**src/hw/tpm_pkg.sv**
```systemverilog
// constants, register map and lookup helpers for the tos priority map
`default_nettype none
package tpm_pkg;
    localparam int          PRIO_W      = 2;
    localparam int          FIELDS      = 8;
    localparam int          MAP_W       = 16;
    localparam int          UPPER_W     = 3 * MAP_W;
    localparam int          LOWER_W     = 80;
    localparam int          CODE_W      = 6;
    localparam int          CODE_LSB    = 2;
    localparam int          ADDR_W      = 8;

    // printed register indices; byte address is four times the index
    localparam logic [7:0]  MAP_A0_BC_IDX  = 8'h0a;
    localparam logic [7:0]  MAP_C0_DC_IDX  = 8'h00;
    localparam logic [7:0]  MAP_E0_FC_IDX  = 8'h02;
    localparam logic [7:0]  PORT_EN_IDX    = 8'h10;
    localparam logic [7:0]  STATUS_IDX     = 8'h11;
    localparam logic [7:0]  MAP_A0_BC_ADDR = MAP_A0_BC_IDX << 2;
    localparam logic [7:0]  MAP_C0_DC_ADDR = MAP_C0_DC_IDX << 2;
    localparam logic [7:0]  MAP_E0_FC_ADDR = MAP_E0_FC_IDX << 2;
    localparam logic [7:0]  PORT_EN_ADDR   = PORT_EN_IDX << 2;
    localparam logic [7:0]  STATUS_ADDR    = STATUS_IDX << 2;

    localparam logic [15:0] MAP_RESET      = 16'h0000;
    localparam logic [1:0]  PRIO_LOWEST    = 2'h0;

    // status register layout
    localparam int          STAT_PRIO_LSB  = 0;
    localparam int          STAT_TOS_BIT   = 2;
    localparam int          STAT_SEEN_BIT  = 3;

    // byte-lane merge of a 16-bit register, lanes 0 and 1 only
    function automatic logic [15:0] merge16(input logic [15:0] old,
                                            input logic [31:0] wdata,
                                            input logic [3:0]  strb);
        logic [15:0] res;
        res = old;
        if (strb[0]) begin
            res[7:0] = wdata[7:0];
        end
        if (strb[1]) begin
            res[15:8] = wdata[15:8];
        end
        return res;
    endfunction

    // field for code n (tos bits 7:2) sits at bits 2n+1:2n of the whole table
    function automatic logic [1:0] pick_prio(
        input logic [LOWER_W+UPPER_W-1:0] table_bits,
        input logic [CODE_W-1:0]          code);
        logic [1:0] res;
        res = table_bits[{code, 1'b0} +: PRIO_W];
        return res;
    endfunction
endpackage
`default_nettype wire

```
**src/hw/tpm_cls_if.sv**
```systemverilog
// carrier between the register bank and the frame classifier
`timescale 1ns/1ps
`default_nettype none
interface tpm_cls_if;
    logic [tpm_pkg::UPPER_W-1:0] map_upper;
    logic [tpm_pkg::LOWER_W-1:0] map_lower;
    logic                        req_valid;
    logic [7:0]                  req_tos;
    logic                        req_use_tos;
    logic [1:0]                  req_default;
    logic                        resp_valid;
    logic [1:0]                  resp_prio;
    logic                        resp_from_tos;

    modport bank (
        output map_upper, map_lower, req_valid, req_tos, req_use_tos,
               req_default,
        input  resp_valid, resp_prio, resp_from_tos
    );
    modport cls (
        input  map_upper, map_lower, req_valid, req_tos, req_use_tos,
               req_default,
        output resp_valid, resp_prio, resp_from_tos
    );
endinterface
`default_nettype wire

```
**src/hw/tpm_classifier.sv**
```systemverilog
// frame priority lookup from the tos byte, one cycle of latency
`timescale 1ns/1ps
`default_nettype none
module tpm_classifier (
    // clock and reset
    input  wire logic pclk,
    input  wire logic presetn,
    // register bank side
    tpm_cls_if.cls    cif
);
    // the two low tos bits never reach the table
    wire logic [tpm_pkg::CODE_W-1:0] code =
        cif.req_tos[7:tpm_pkg::CODE_LSB];
    wire logic [tpm_pkg::LOWER_W+tpm_pkg::UPPER_W-1:0] whole =
        {cif.map_upper, cif.map_lower};
    wire logic [1:0] tos_prio = tpm_pkg::pick_prio(whole, code);
    wire logic [1:0] prio_next =
        cif.req_use_tos ? tos_prio : cif.req_default;

    logic       valid_reg;
    logic [1:0] prio_reg;
    logic       from_tos_reg;

    always_ff @(posedge pclk or negedge presetn) begin
        if (!presetn) begin
            valid_reg    <= 1'b0;
            prio_reg     <= tpm_pkg::PRIO_LOWEST;
            from_tos_reg <= 1'b0;
        end else begin
            valid_reg <= cif.req_valid;
            if (cif.req_valid) begin
                prio_reg     <= prio_next;
                from_tos_reg <= cif.req_use_tos;
            end
        end
    end

    assign cif.resp_valid    = valid_reg;
    assign cif.resp_prio     = prio_reg;
    assign cif.resp_from_tos = from_tos_reg;
endmodule
`default_nettype wire

```
**src/hw/tpm_tos_map_upper.sv**
```systemverilog
// apb register bank for tos code points 0xa0..0xfc plus classifier
//
// Added by the designer: register access over APB.
`timescale 1ns/1ps
`default_nettype none
// Operation
// - first register maps 0xa0 low to 0xbc high
// - second register maps 0xc0 low to 0xdc high
// - third register maps 0xe0 low to 0xfc high
// - all fields read/write, reset to lowest priority
// - lookup uses tos bits 7:2 only
// - codes 0x00-0x9c come from companion registers
module tpm_tos_map_upper #(
    parameter int NUM_PORTS = 2,
    parameter int PORT_W    = (NUM_PORTS > 1) ? $clog2(NUM_PORTS) : 1
) (
    // clock and reset
    input  wire logic                        pclk,
    input  wire logic                        presetn,
    // apb slave
    input  wire logic [tpm_pkg::ADDR_W-1:0]  paddr,
    input  wire logic                        psel,
    input  wire logic                        penable,
    input  wire logic                        pwrite,
    input  wire logic [31:0]                 pwdata,
    input  wire logic [3:0]                  pstrb,
    output logic      [31:0]                 prdata,
    output logic                             pready,
    output logic                             pslverr,
    // companion map for code points 0x00..0x9c
    input  wire logic [tpm_pkg::LOWER_W-1:0] lower_map,
    // classifier request
    input  wire logic                        cls_valid,
    input  wire logic [7:0]                  cls_tos,
    input  wire logic [PORT_W-1:0]           cls_port,
    input  wire logic                        cls_is_ip,
    input  wire logic [1:0]                  cls_default_prio,
    // classifier answer
    output logic                             prio_valid,
    output logic      [1:0]                  prio,
    output logic                             prio_from_tos
);
    localparam int EXT = 1 << PORT_W;

    logic [15:0]          map_a0_bc_reg;
    logic [15:0]          map_c0_dc_reg;
    logic [15:0]          map_e0_fc_reg;
    logic [NUM_PORTS-1:0] port_en_reg;
    logic [3:0]           status_reg;
    logic [3:0]           status_next;
    logic [31:0]          prdata_reg;

    tpm_cls_if cif ();

    // address decode
    wire logic hit_a0 = (paddr == tpm_pkg::MAP_A0_BC_ADDR);
    wire logic hit_c0 = (paddr == tpm_pkg::MAP_C0_DC_ADDR);
    wire logic hit_e0 = (paddr == tpm_pkg::MAP_E0_FC_ADDR);
    wire logic hit_pe = (paddr == tpm_pkg::PORT_EN_ADDR);
    wire logic hit_st = (paddr == tpm_pkg::STATUS_ADDR);
    wire logic mapped = hit_a0 | hit_c0 | hit_e0 | hit_pe | hit_st;

    wire logic setup  = psel & ~penable;
    wire logic access = psel & penable;
    wire logic wr_en  = access & pwrite & mapped;

    // read mux; unused upper bits read as zero
    wire logic [31:0] rd_mux =
        hit_a0 ? {16'h0000, map_a0_bc_reg} :
        hit_c0 ? {16'h0000, map_c0_dc_reg} :
        hit_e0 ? {16'h0000, map_e0_fc_reg} :
        hit_pe ? 32'(port_en_reg) :
        hit_st ? {28'h0000000, status_reg} :
                 32'h00000000;

    // zero wait states: the access phase always completes at once
    assign pready  = 1'b1;
    assign pslverr = access & ~mapped;
    assign prdata  = prdata_reg;

    // field n of each register is the code base plus 4n
    always_ff @(posedge pclk or negedge presetn) begin
        if (!presetn) begin
            map_a0_bc_reg <= tpm_pkg::MAP_RESET;
            map_c0_dc_reg <= tpm_pkg::MAP_RESET;
            map_e0_fc_reg <= tpm_pkg::MAP_RESET;
        end else if (wr_en) begin
            if (hit_a0) begin
                map_a0_bc_reg <= tpm_pkg::merge16(map_a0_bc_reg,
                                                  pwdata, pstrb);
            end
            if (hit_c0) begin
                map_c0_dc_reg <= tpm_pkg::merge16(map_c0_dc_reg,
                                                  pwdata, pstrb);
            end
            if (hit_e0) begin
                map_e0_fc_reg <= tpm_pkg::merge16(map_e0_fc_reg,
                                                  pwdata, pstrb);
            end
        end
    end

    always_ff @(posedge pclk or negedge presetn) begin
        if (!presetn) begin
            port_en_reg <= '0;
        end else if (wr_en && hit_pe && pstrb[0]) begin
            port_en_reg <= pwdata[NUM_PORTS-1:0];
        end
    end

    // read data is captured in the setup cycle, stable through access
    always_ff @(posedge pclk or negedge presetn) begin
        if (!presetn) begin
            prdata_reg <= 32'h00000000;
        end else if (setup && !pwrite) begin
            prdata_reg <= rd_mux;
        end
    end

    // status shows the last answer of the classifier
    always_comb begin
        status_next = status_reg;
        if (cif.resp_valid) begin
            status_next[tpm_pkg::STAT_PRIO_LSB +: 2] = cif.resp_prio;
            status_next[tpm_pkg::STAT_TOS_BIT]       = cif.resp_from_tos;
            status_next[tpm_pkg::STAT_SEEN_BIT]      = 1'b1;
        end
    end

    always_ff @(posedge pclk or negedge presetn) begin
        if (!presetn) begin
            status_reg <= 4'h0;
        end else begin
            status_reg <= status_next;
        end
    end

    // ports beyond NUM_PORTS read as disabled
    wire logic [EXT-1:0] en_ext  = EXT'(port_en_reg);
    wire logic           use_tos = cls_is_ip & en_ext[cls_port];

    assign cif.map_upper   = {map_e0_fc_reg, map_c0_dc_reg,
                              map_a0_bc_reg};
    assign cif.map_lower   = lower_map;
    assign cif.req_valid   = cls_valid;
    assign cif.req_tos     = cls_tos;
    assign cif.req_use_tos = use_tos;
    assign cif.req_default = cls_default_prio;

    tpm_classifier u_cls (
        .pclk    (pclk),
        .presetn (presetn),
        .cif     (cif.cls)
    );

    assign prio_valid    = cif.resp_valid;
    assign prio          = cif.resp_prio;
    assign prio_from_tos = cif.resp_from_tos;
endmodule
`default_nettype wire

```
**config.mk**
```make
export PLATFORM = sky130hd
export DESIGN_NAME = tpm_tos_map_upper
export DESIGN_NICKNAME = d
export VERILOG_FILES = /design/src/hw/tpm_pkg.sv /design/src/hw/tpm_cls_if.sv /design/src/hw/tpm_classifier.sv /design/src/hw/tpm_tos_map_upper.sv
export SDC_FILE = /design/constraint.sdc
export NUM_CORES = 1
export LEC_CHECK = 0
export ABC_AREA = 1
export BUFFER_PORTS_ARGS = -buffer_cell sky130_fd_sc_hd__buf_2
export CORE_MARGIN = 3
export CORE_UTILIZATION = 47
export DETAILED_ROUTE_END_ITERATION = 16
export HOLD_SLACK_MARGIN = 0.15
export PLACE_DENSITY_LB_ADDON = 0.25
export SLEW_MARGIN = 15
export SYNTH_ARGS = -nofsm -noshare
export SYNTH_HDL_FRONTEND = slang
export SYNTH_HIERARCHICAL = 1
export SYNTH_SLANG_ARGS = --single-unit
```
**constraint.sdc**
```tcl
create_clock -name pclk -period 1.4 [get_ports pclk]
set_clock_uncertainty 0.2 [all_clocks]
set_input_delay 0.28 -clock pclk [delete_from_list [all_inputs] [get_ports pclk]]
set_output_delay 0.28 -clock pclk [all_outputs]
set_load 0.005 [all_outputs]
```
==> impl_metrics.yaml, run 1 <==
pwr:
  combPwrFrac_pct: 21.6
  peakVddDrop_mv: 0.447
  p_leak_uw: 0.00416
  powerDensity_nw_per_um2: 618
  seqPwrFrac_pct: 46.3
  power.switching_uw: 1390
  intPower_uw: 3380
  p_clk_share_pct: 32.1
  switching_share_pct: 29.2
route:
  via_count: 6478
  firstDrtPassIters: 6
  drc: 0
  post_drt_wl_per_cell_um: 17.1
  ant_nets: 0
  drt_iter0_markers: 962
  vias_per_cell: 5.51
  drt-total-wl_um: 20000
setup_path:
  critPathMaxFanout: 2
  critPathLaunchType: "input pin"
  cp_data_required_time_ns: 0.92
  crit_type: "in2out"
  worstSetupEndpointType: "output port"
  cp.arrival_ns: 1.21
finish:
  final_util_pct: 74.5
  final_cells: 1175
  nets: 1177
  syn_to_final_growth_pct: 53.1
  drive_gt1_share_pct: 38.2
  antenna_cells: 0
clock_tree:
  clockRootBuffer: "clkbuf_8"
  clk_pin_slew_worst_paths_ns: 0.08
  htree_levels: 3
  insertion_delay_ns: 0.36
  tritoncts: "yes"
  hold_buffers: 22
  cts_buffer_depth: 2
  numCtsBuffers: 9
  clock_sinks: 74
sta:
  setup_viol: 63
  fmax_mhz: 593
  setup_ws_ns: -0.286
  fin_hold_ws_ns: 0.123
  post-route-period-util_pct: 120
  fin_tns_setup_ns: -10.98
  rsz0062_at_grt: "true"
  min_period_ns: 1.69
  maxSlewViolCount: 0
  hold_viol: 0
synthesis:
  ys_types: 23
  synth-seq-area-share_pct: 36.7
  ys_ff_latch: 74
  netlist_instances: 769
  syn_avg_cell_area_um2: 6.56
  syn-cell-area_um2: 5040
  ys_warn_count: 6
die:
  die_w_um: 110
  ios: 180
  num_rows: 37
  coreArea_um2: 10400
  die_area_um2: 12000
  die_y_um: 110
  initial_utilization_pct: 48.6
global_route:
  antenna_found_initial: 0
  gr-total-overflow: 0
  grt_pass1_vias: 5541
  grt.total_usage_pct: 29.0
  grt_pass1_wl_um: 26900
  grt_max_degree: 65
placed_design:
  dpl.cell_count: 1103
  hpwl_um: 13000
  place.gp.congestion: 0.887
  pre_cts_ws_ns: -0.419
  portBuffers: 142
outcome:
  violations: "negative setup slack"
  status: "finished, violations left"
hold_path:
  hold_path.class: "in2async"
run:
  maxCapViolations: 0
==> cells in the mapped netlist, drive strengths merged <==
master	n	share of area, %
clkbuf	4	0.30
clkinv	1	0.074
nand4	9	1.1
nor3	1	0.099
buf	49	7.4
dfrtp	74	37
o211ai	6	0.89
o21ai	11	1.1
o21a	6	0.89
or2	1	0.12
nand3	176	18
nor2	36	3.8
inv	31	2.3
conb	2	0.15
nand2	361	27
a21oi	1	0.099
==> stage by stage <==
| stage | instance area, um^2 | power, uW |
|---|---|---|
| 2_1_floorplan | 5190 | 2720 |
| 3_3_place_gp | 6530 | 3120 |
| 3_5_place_dp | 6530 | 3130 |
| 4_1_cts | 7160 | 4700 |
| 5_1_grt | 7720 | 4960 |
| 6_report | 7720 | 4770 |
==> critical path, stage by stage <==
cell and delay, ns:
buf_6 0.08, inv_2 0.03, nand2_2 0.10, nor2_2 0.05
nand2_2 0.11, nand2_2 0.08, buf_6 0.12, inv_4 0.05
nand2_4 0.05, nor2_2 0.13, buf_2 0.12
==> placed cells by master, fill, tap and decap left out, types with 4 or more instances in the layout <==
cell type / synthesis / layout
buf_12: 0 / 15
buf_4: 24 / 100
nor2_4: 5 / 14
buf_2: 14 / 134
buf_6: 11 / 15
nand4_1: 9 / 9
o21ai_0: 11 / 7
conb_1: 2 / 17
inv_1: 25 / 18
dlygate4sd3_1: 0 / 22
nand3_1: 175 / 144
nand2_4: 0 / 8
nand2_2: 10 / 29
dfrtp_1: 74 / 72
o21a_1: 6 / 6
buf_8: 0 / 4
inv_2: 6 / 9
nor2_2: 8 / 7
nand2_8: 0 / 4
nand3_2: 1 / 31
o211ai_1: 6 / 6
clkbuf_8: 0 / 11
nor2_1: 23 / 15
nand2_1: 351 / 320
==> timing repair <==
action | 4_1_cts | 5_1_grt
hold endpoints to repair | 128 | 6
gates cloned | 0 | 5
setup endpoints to repair | 50 | 70
gates resized for setup | 35 | 94
pin swaps | 25 | 39
setup buffers | 19 | 11
==> final timing paths <==
path	from	to	slack [ns]	depth (start not counted)
max in group asynchronous	presetn	prdata[10]$_DFFE_PN0P_	0.41	3
min reg2reg	prdata[1]$_DFFE_PN0P_	prdata[1]$_DFFE_PN0P_	0.28	2
max	paddr[1]	pslverr	-0.29	11
max reg2reg	map_e0_fc_reg[4]$_DFFE_PN0P_	u_cls/cif.resp_prio[0]$_DFFE_PN0P_	-0.05	10
min in group pclk	cls_port	u_cls/cif.resp_from_tos$_DFFE_PN0P_	0.16	5
min	presetn	u_cls/cif.resp_prio[1]$_DFFE_PN0P_	0.12	2
==> metal layers <==
layer | vias to the layer above | part of all wire (%) | track usage (%)
met5 | - | 0 | 0
met4 | 0 | 3.4 | 7.84
met3 | 78 | 12 | 6.75
met2 | 463 | 47 | 50.1
met1 | 2942 | 38 | 36.4
li1 | 2995 | - | -
==> layout make-up <==
class / instances / area [um^2]
Timing Repair Buffer: 293 / 2250
Clock inverter: 3 / 15.0
Tap cell: 136 / 170
Sequential cell: 74 / 1850
Multi-Input combinational cell: 625 / 3150
Inverter: 32 / 133
Fill cell: 756 / 2650
Clock buffer: 12 / 155
==> cells by family (layout without fill, tap and decap cells) <==
family / count (synthesis) / count (layout) / synth area share [%]
buffers and inverters: 85 / 340 / 10.1
DFF: 74 / 74 / 36.7
other: 2 / 17 / 0.149
AOI/OAI and AO/OA: 24 / 24 / 2.98
and+or+nand+nor: 584 / 584 / 50.1
==> power groups by stage <==
stage	Clock, uW	Combinational, uW	Sequential (uW)
after CTS	1520	972	2210
after global placement	0	866	2250
after floorplan	0	470	2250
final	1530	1030	2210
after detailed placement	0	876	2250
after global routing	1620	1120	2210
No activity file was read; power rests on OpenSTA's default activity.
==> run 2: changes to the inputs <==
PLACE_DENSITY_LB_ADDON = 0.3   (was 0.25)
SYNTH_HIERARCHICAL = not set   (was 1)
clock period = 2.1 ns   (was 1.4 ns; I/O delays follow)
==> run 2 against run 1 <==
Effect of this change:
- non-clock buffer count down 128
- critical path depth fell by 3
- sequential power fell by 34%
- routed wire length is 33% lower
- the run now ends clean
- setup slack better by 0.52 ns
- register-to-register slack better by 0.63 ns
- first-iteration DRC count decreased by 65%
- core utilization shrank 13 points
- combinational power down 54%
- clock-buffer cell count unchanged
- power down 34%
==> impl_metrics.yaml, run 2 <==
clock_tree:
  clk_pin_slew_worst_paths_ns: 0.08
  postCtsSetupBuffers: 0
  cts_buffer_depth: 2
  clockRootBuffer: "clkbuf_8"
  numCtsBuffers: 9
  hold_buffers: 3
  clock_sinks: 74
  tritoncts: "yes"
  insertion_delay_ns: 0.35
  post_cts_resize_count: 0
  htree_levels: 3
global_route:
  antenna_found_initial: 0
  grt_pass1_vias: 4575
  grt_pass1_wl_um: 21700
  gr-total-overflow: 0
  grt.total_usage_pct: 23.8
  grt_max_degree: 75
route:
  firstDrtPassIters: 6
  ant_nets: 0
  drc: 0
  post_drt_wl_per_cell_um: 14.2
  drt-total-wl_um: 13400
  via_count: 4899
  vias_per_cell: 5.22
  drt_iter0_markers: 336
die:
  die_area_um2: 11300
  die_w_um: 106
  die_y_um: 106
  num_rows: 35
  initial_utilization_pct: 49.8
  coreArea_um2: 9500
  ios: 180
sta:
  setup_viol: 0
  fin_tns_setup_ns: 0
  post-route-period-util_pct: 88.7
  fmax_mhz: 537
  maxSlewViolCount: 0
  rsz0062_at_grt: "false"
  min_period_ns: 1.86
  hold_viol: 0
hold_path:
  hold_path.class: "in2reg"
  hold_depth: 3
setup_path:
  worstSetupEndpointType: "output port"
  r2r_cells: 10
  crit_type: "in2out"
  cp.arrival_ns: 1.24
  r2r_start: "map_a0_bc_reg[15]$_DFFE_PN0P_"
  cp_data_required_time_ns: 1.48
  critPathCapture: "pslverr"
  worst_r2r_endpoint: "u_cls.cif.resp_prio[1]$_DFFE_PN0P_"
  critPathLaunchType: "input pin"
  critPathMaxFanout: 3
  crit_path_start: "paddr[4]"
  ff2ff_setup_slack_ns: 0.58
finish:
  fillerInstances: 890
  multiInputGateArea_um2: 2460
  final_area_um2: 5810
  final_cells: 938
  drive_gt1_share_pct: 25.8
  nets: 946
  most-common-layout-cells: "nand2_1 (256), buf_2 (142), nand3_1 (116)"
  antenna_cells: 0
  layout_commonest_cell: "nand2_1"
  final_util_pct: 61.1
  syn_to_final_growth_pct: 22.8
  regArea_um2: 1850
pwr:
  peakVddDrop_mv: 0.465
  combPwrFrac_pct: 15.1
  switching_share_pct: 25.9
  p_leak_uw: 0.00301
  p_clk_share_pct: 39.0
  seqPwrFrac_pct: 45.8
  powerDensity_nw_per_um2: 544
  power.switching_uw: 817
  intPower_uw: 2340
  total_power_uw: 3160
synthesis:
  synthArstFlopShare_pct: 100
  ys_ff_latch: 74
  ys_warn_count: 0
  synth_top_cells_by_count: "nand2_1 (256), nand3_1 (116), dfrtp_1 (74)"
  yosysTopAreaCell: "dfrtp_1"
  synth-edff-count: 0
  netlist_instances: 667
  ys_types: 29
  synth_top_flop_cell: "dfrtp_1"
  yosysMostFrequentCell: "nand2_1"
  synth_top_area_share_pct: 39.2
  syn_avg_cell_area_um2: 7.09
  syn-cell-area_um2: 4730
  synth_area_leaders: "dfrtp_1 (39%), nand2_1 (20%), nand3_1 (12%)"
  synth-seq-area-share_pct: 39.2
run:
  maxCapViolations: 0
placed_design:
  dpl.cell_count: 919
  hpwl_um: 10100
  place.gp.congestion: 0.795
  portBuffers: 142
  placed_area_um2: 5560
outcome:
  status: "complete, no violations"
run 2: changes by cell type after synthesis, sizes merged, moves of 4 or more:
cell / delta
a22o: +12
a21oi: +15
o21a: -6
nand3: -52
clkbuf: +18
o211ai: -6
nand4: -8
inv: +4
buf: -17
o21ai: +55
nand2: -104
nor2: -20
run 2: worst min-delay path by stage:
stage                                         start                       endpoint  slack, ns
after floorplan                             presetn          en_ext[0]$_DFFE_PN0P_      -0.08
after global placement    status_reg[3]$_DFFE_PN0P_      status_reg[3]$_DFFE_PN0P_       0.26
after detailed placement     prdata[14]$_DFFE_PN0P_         prdata[14]$_DFFE_PN0P_       0.27
after CTS                                    pwrite          prdata[1]$_DFFE_PN0P_       0.15
after global routing                     pwdata[14]  map_a0_bc_reg[14]$_DFFE_PN0P_       0.16
final                                     pwdata[5]   map_c0_dc_reg[5]$_DFFE_PN0P_       0.16
run 2: per-stage QoR:
step,hold WS [ns],setup WS [ns]
final,0.159,0.238
after CTS,0.151,0.211
after global routing,0.158,0.119
after detailed placement,0.270,-0.0594
after floorplan,-0.0756,0.193
after global placement,0.260,0.00940
run 2: area by class of cell:
type	instances	share of cell area [%]
inverter	36	2.33
multi-input combinational	518	42.4
clock inverter	4	1.29
clock buffer	12	2.50
sequential	74	31.9
tap	129	2.78
timing repair buffer	165	16.8
run 2: kinds of logic (layout without fill, tap and decap cells):
| logic type | Yosys count | count (layout) | share of synthesized area (%) |
|---|---|---|---|
| buf+inv | 90 | 217 | 10.0 |
| compound gates | 94 | 94 | 12.1 |
| other cells | 2 | 17 | 0.159 |
| mux | 2 | 2 | 0.476 |
| flops | 74 | 74 | 39.2 |
| simple gates | 405 | 405 | 38.1 |
run 2: power by group through the flow:
stage               sequential (uW)  combinational [uW]  clock [uW]
floorplan                      1470                 259           0
global placement               1470                 464           0
detailed placement             1470                 474           0
CTS                            1450                 479        1260
global route                   1450                 541        1320
finish                         1450                 478        1230
run 2: metal layers:
layer	GRT usage, %	share of wire [%]
met1	32.6	43
met2	39.1	50
met3	4.80	5.8
met4	5.09	1.2
met5	0	0
run 2: critical path: stages:
cell and delay (ns):
buf_2 0.11, nor2_1 0.14, nand2_2 0.12, inv_1 0.07, nand3_1 0.12, nand3_2 0.11
nor2_1 0.04, buf_2 0.12
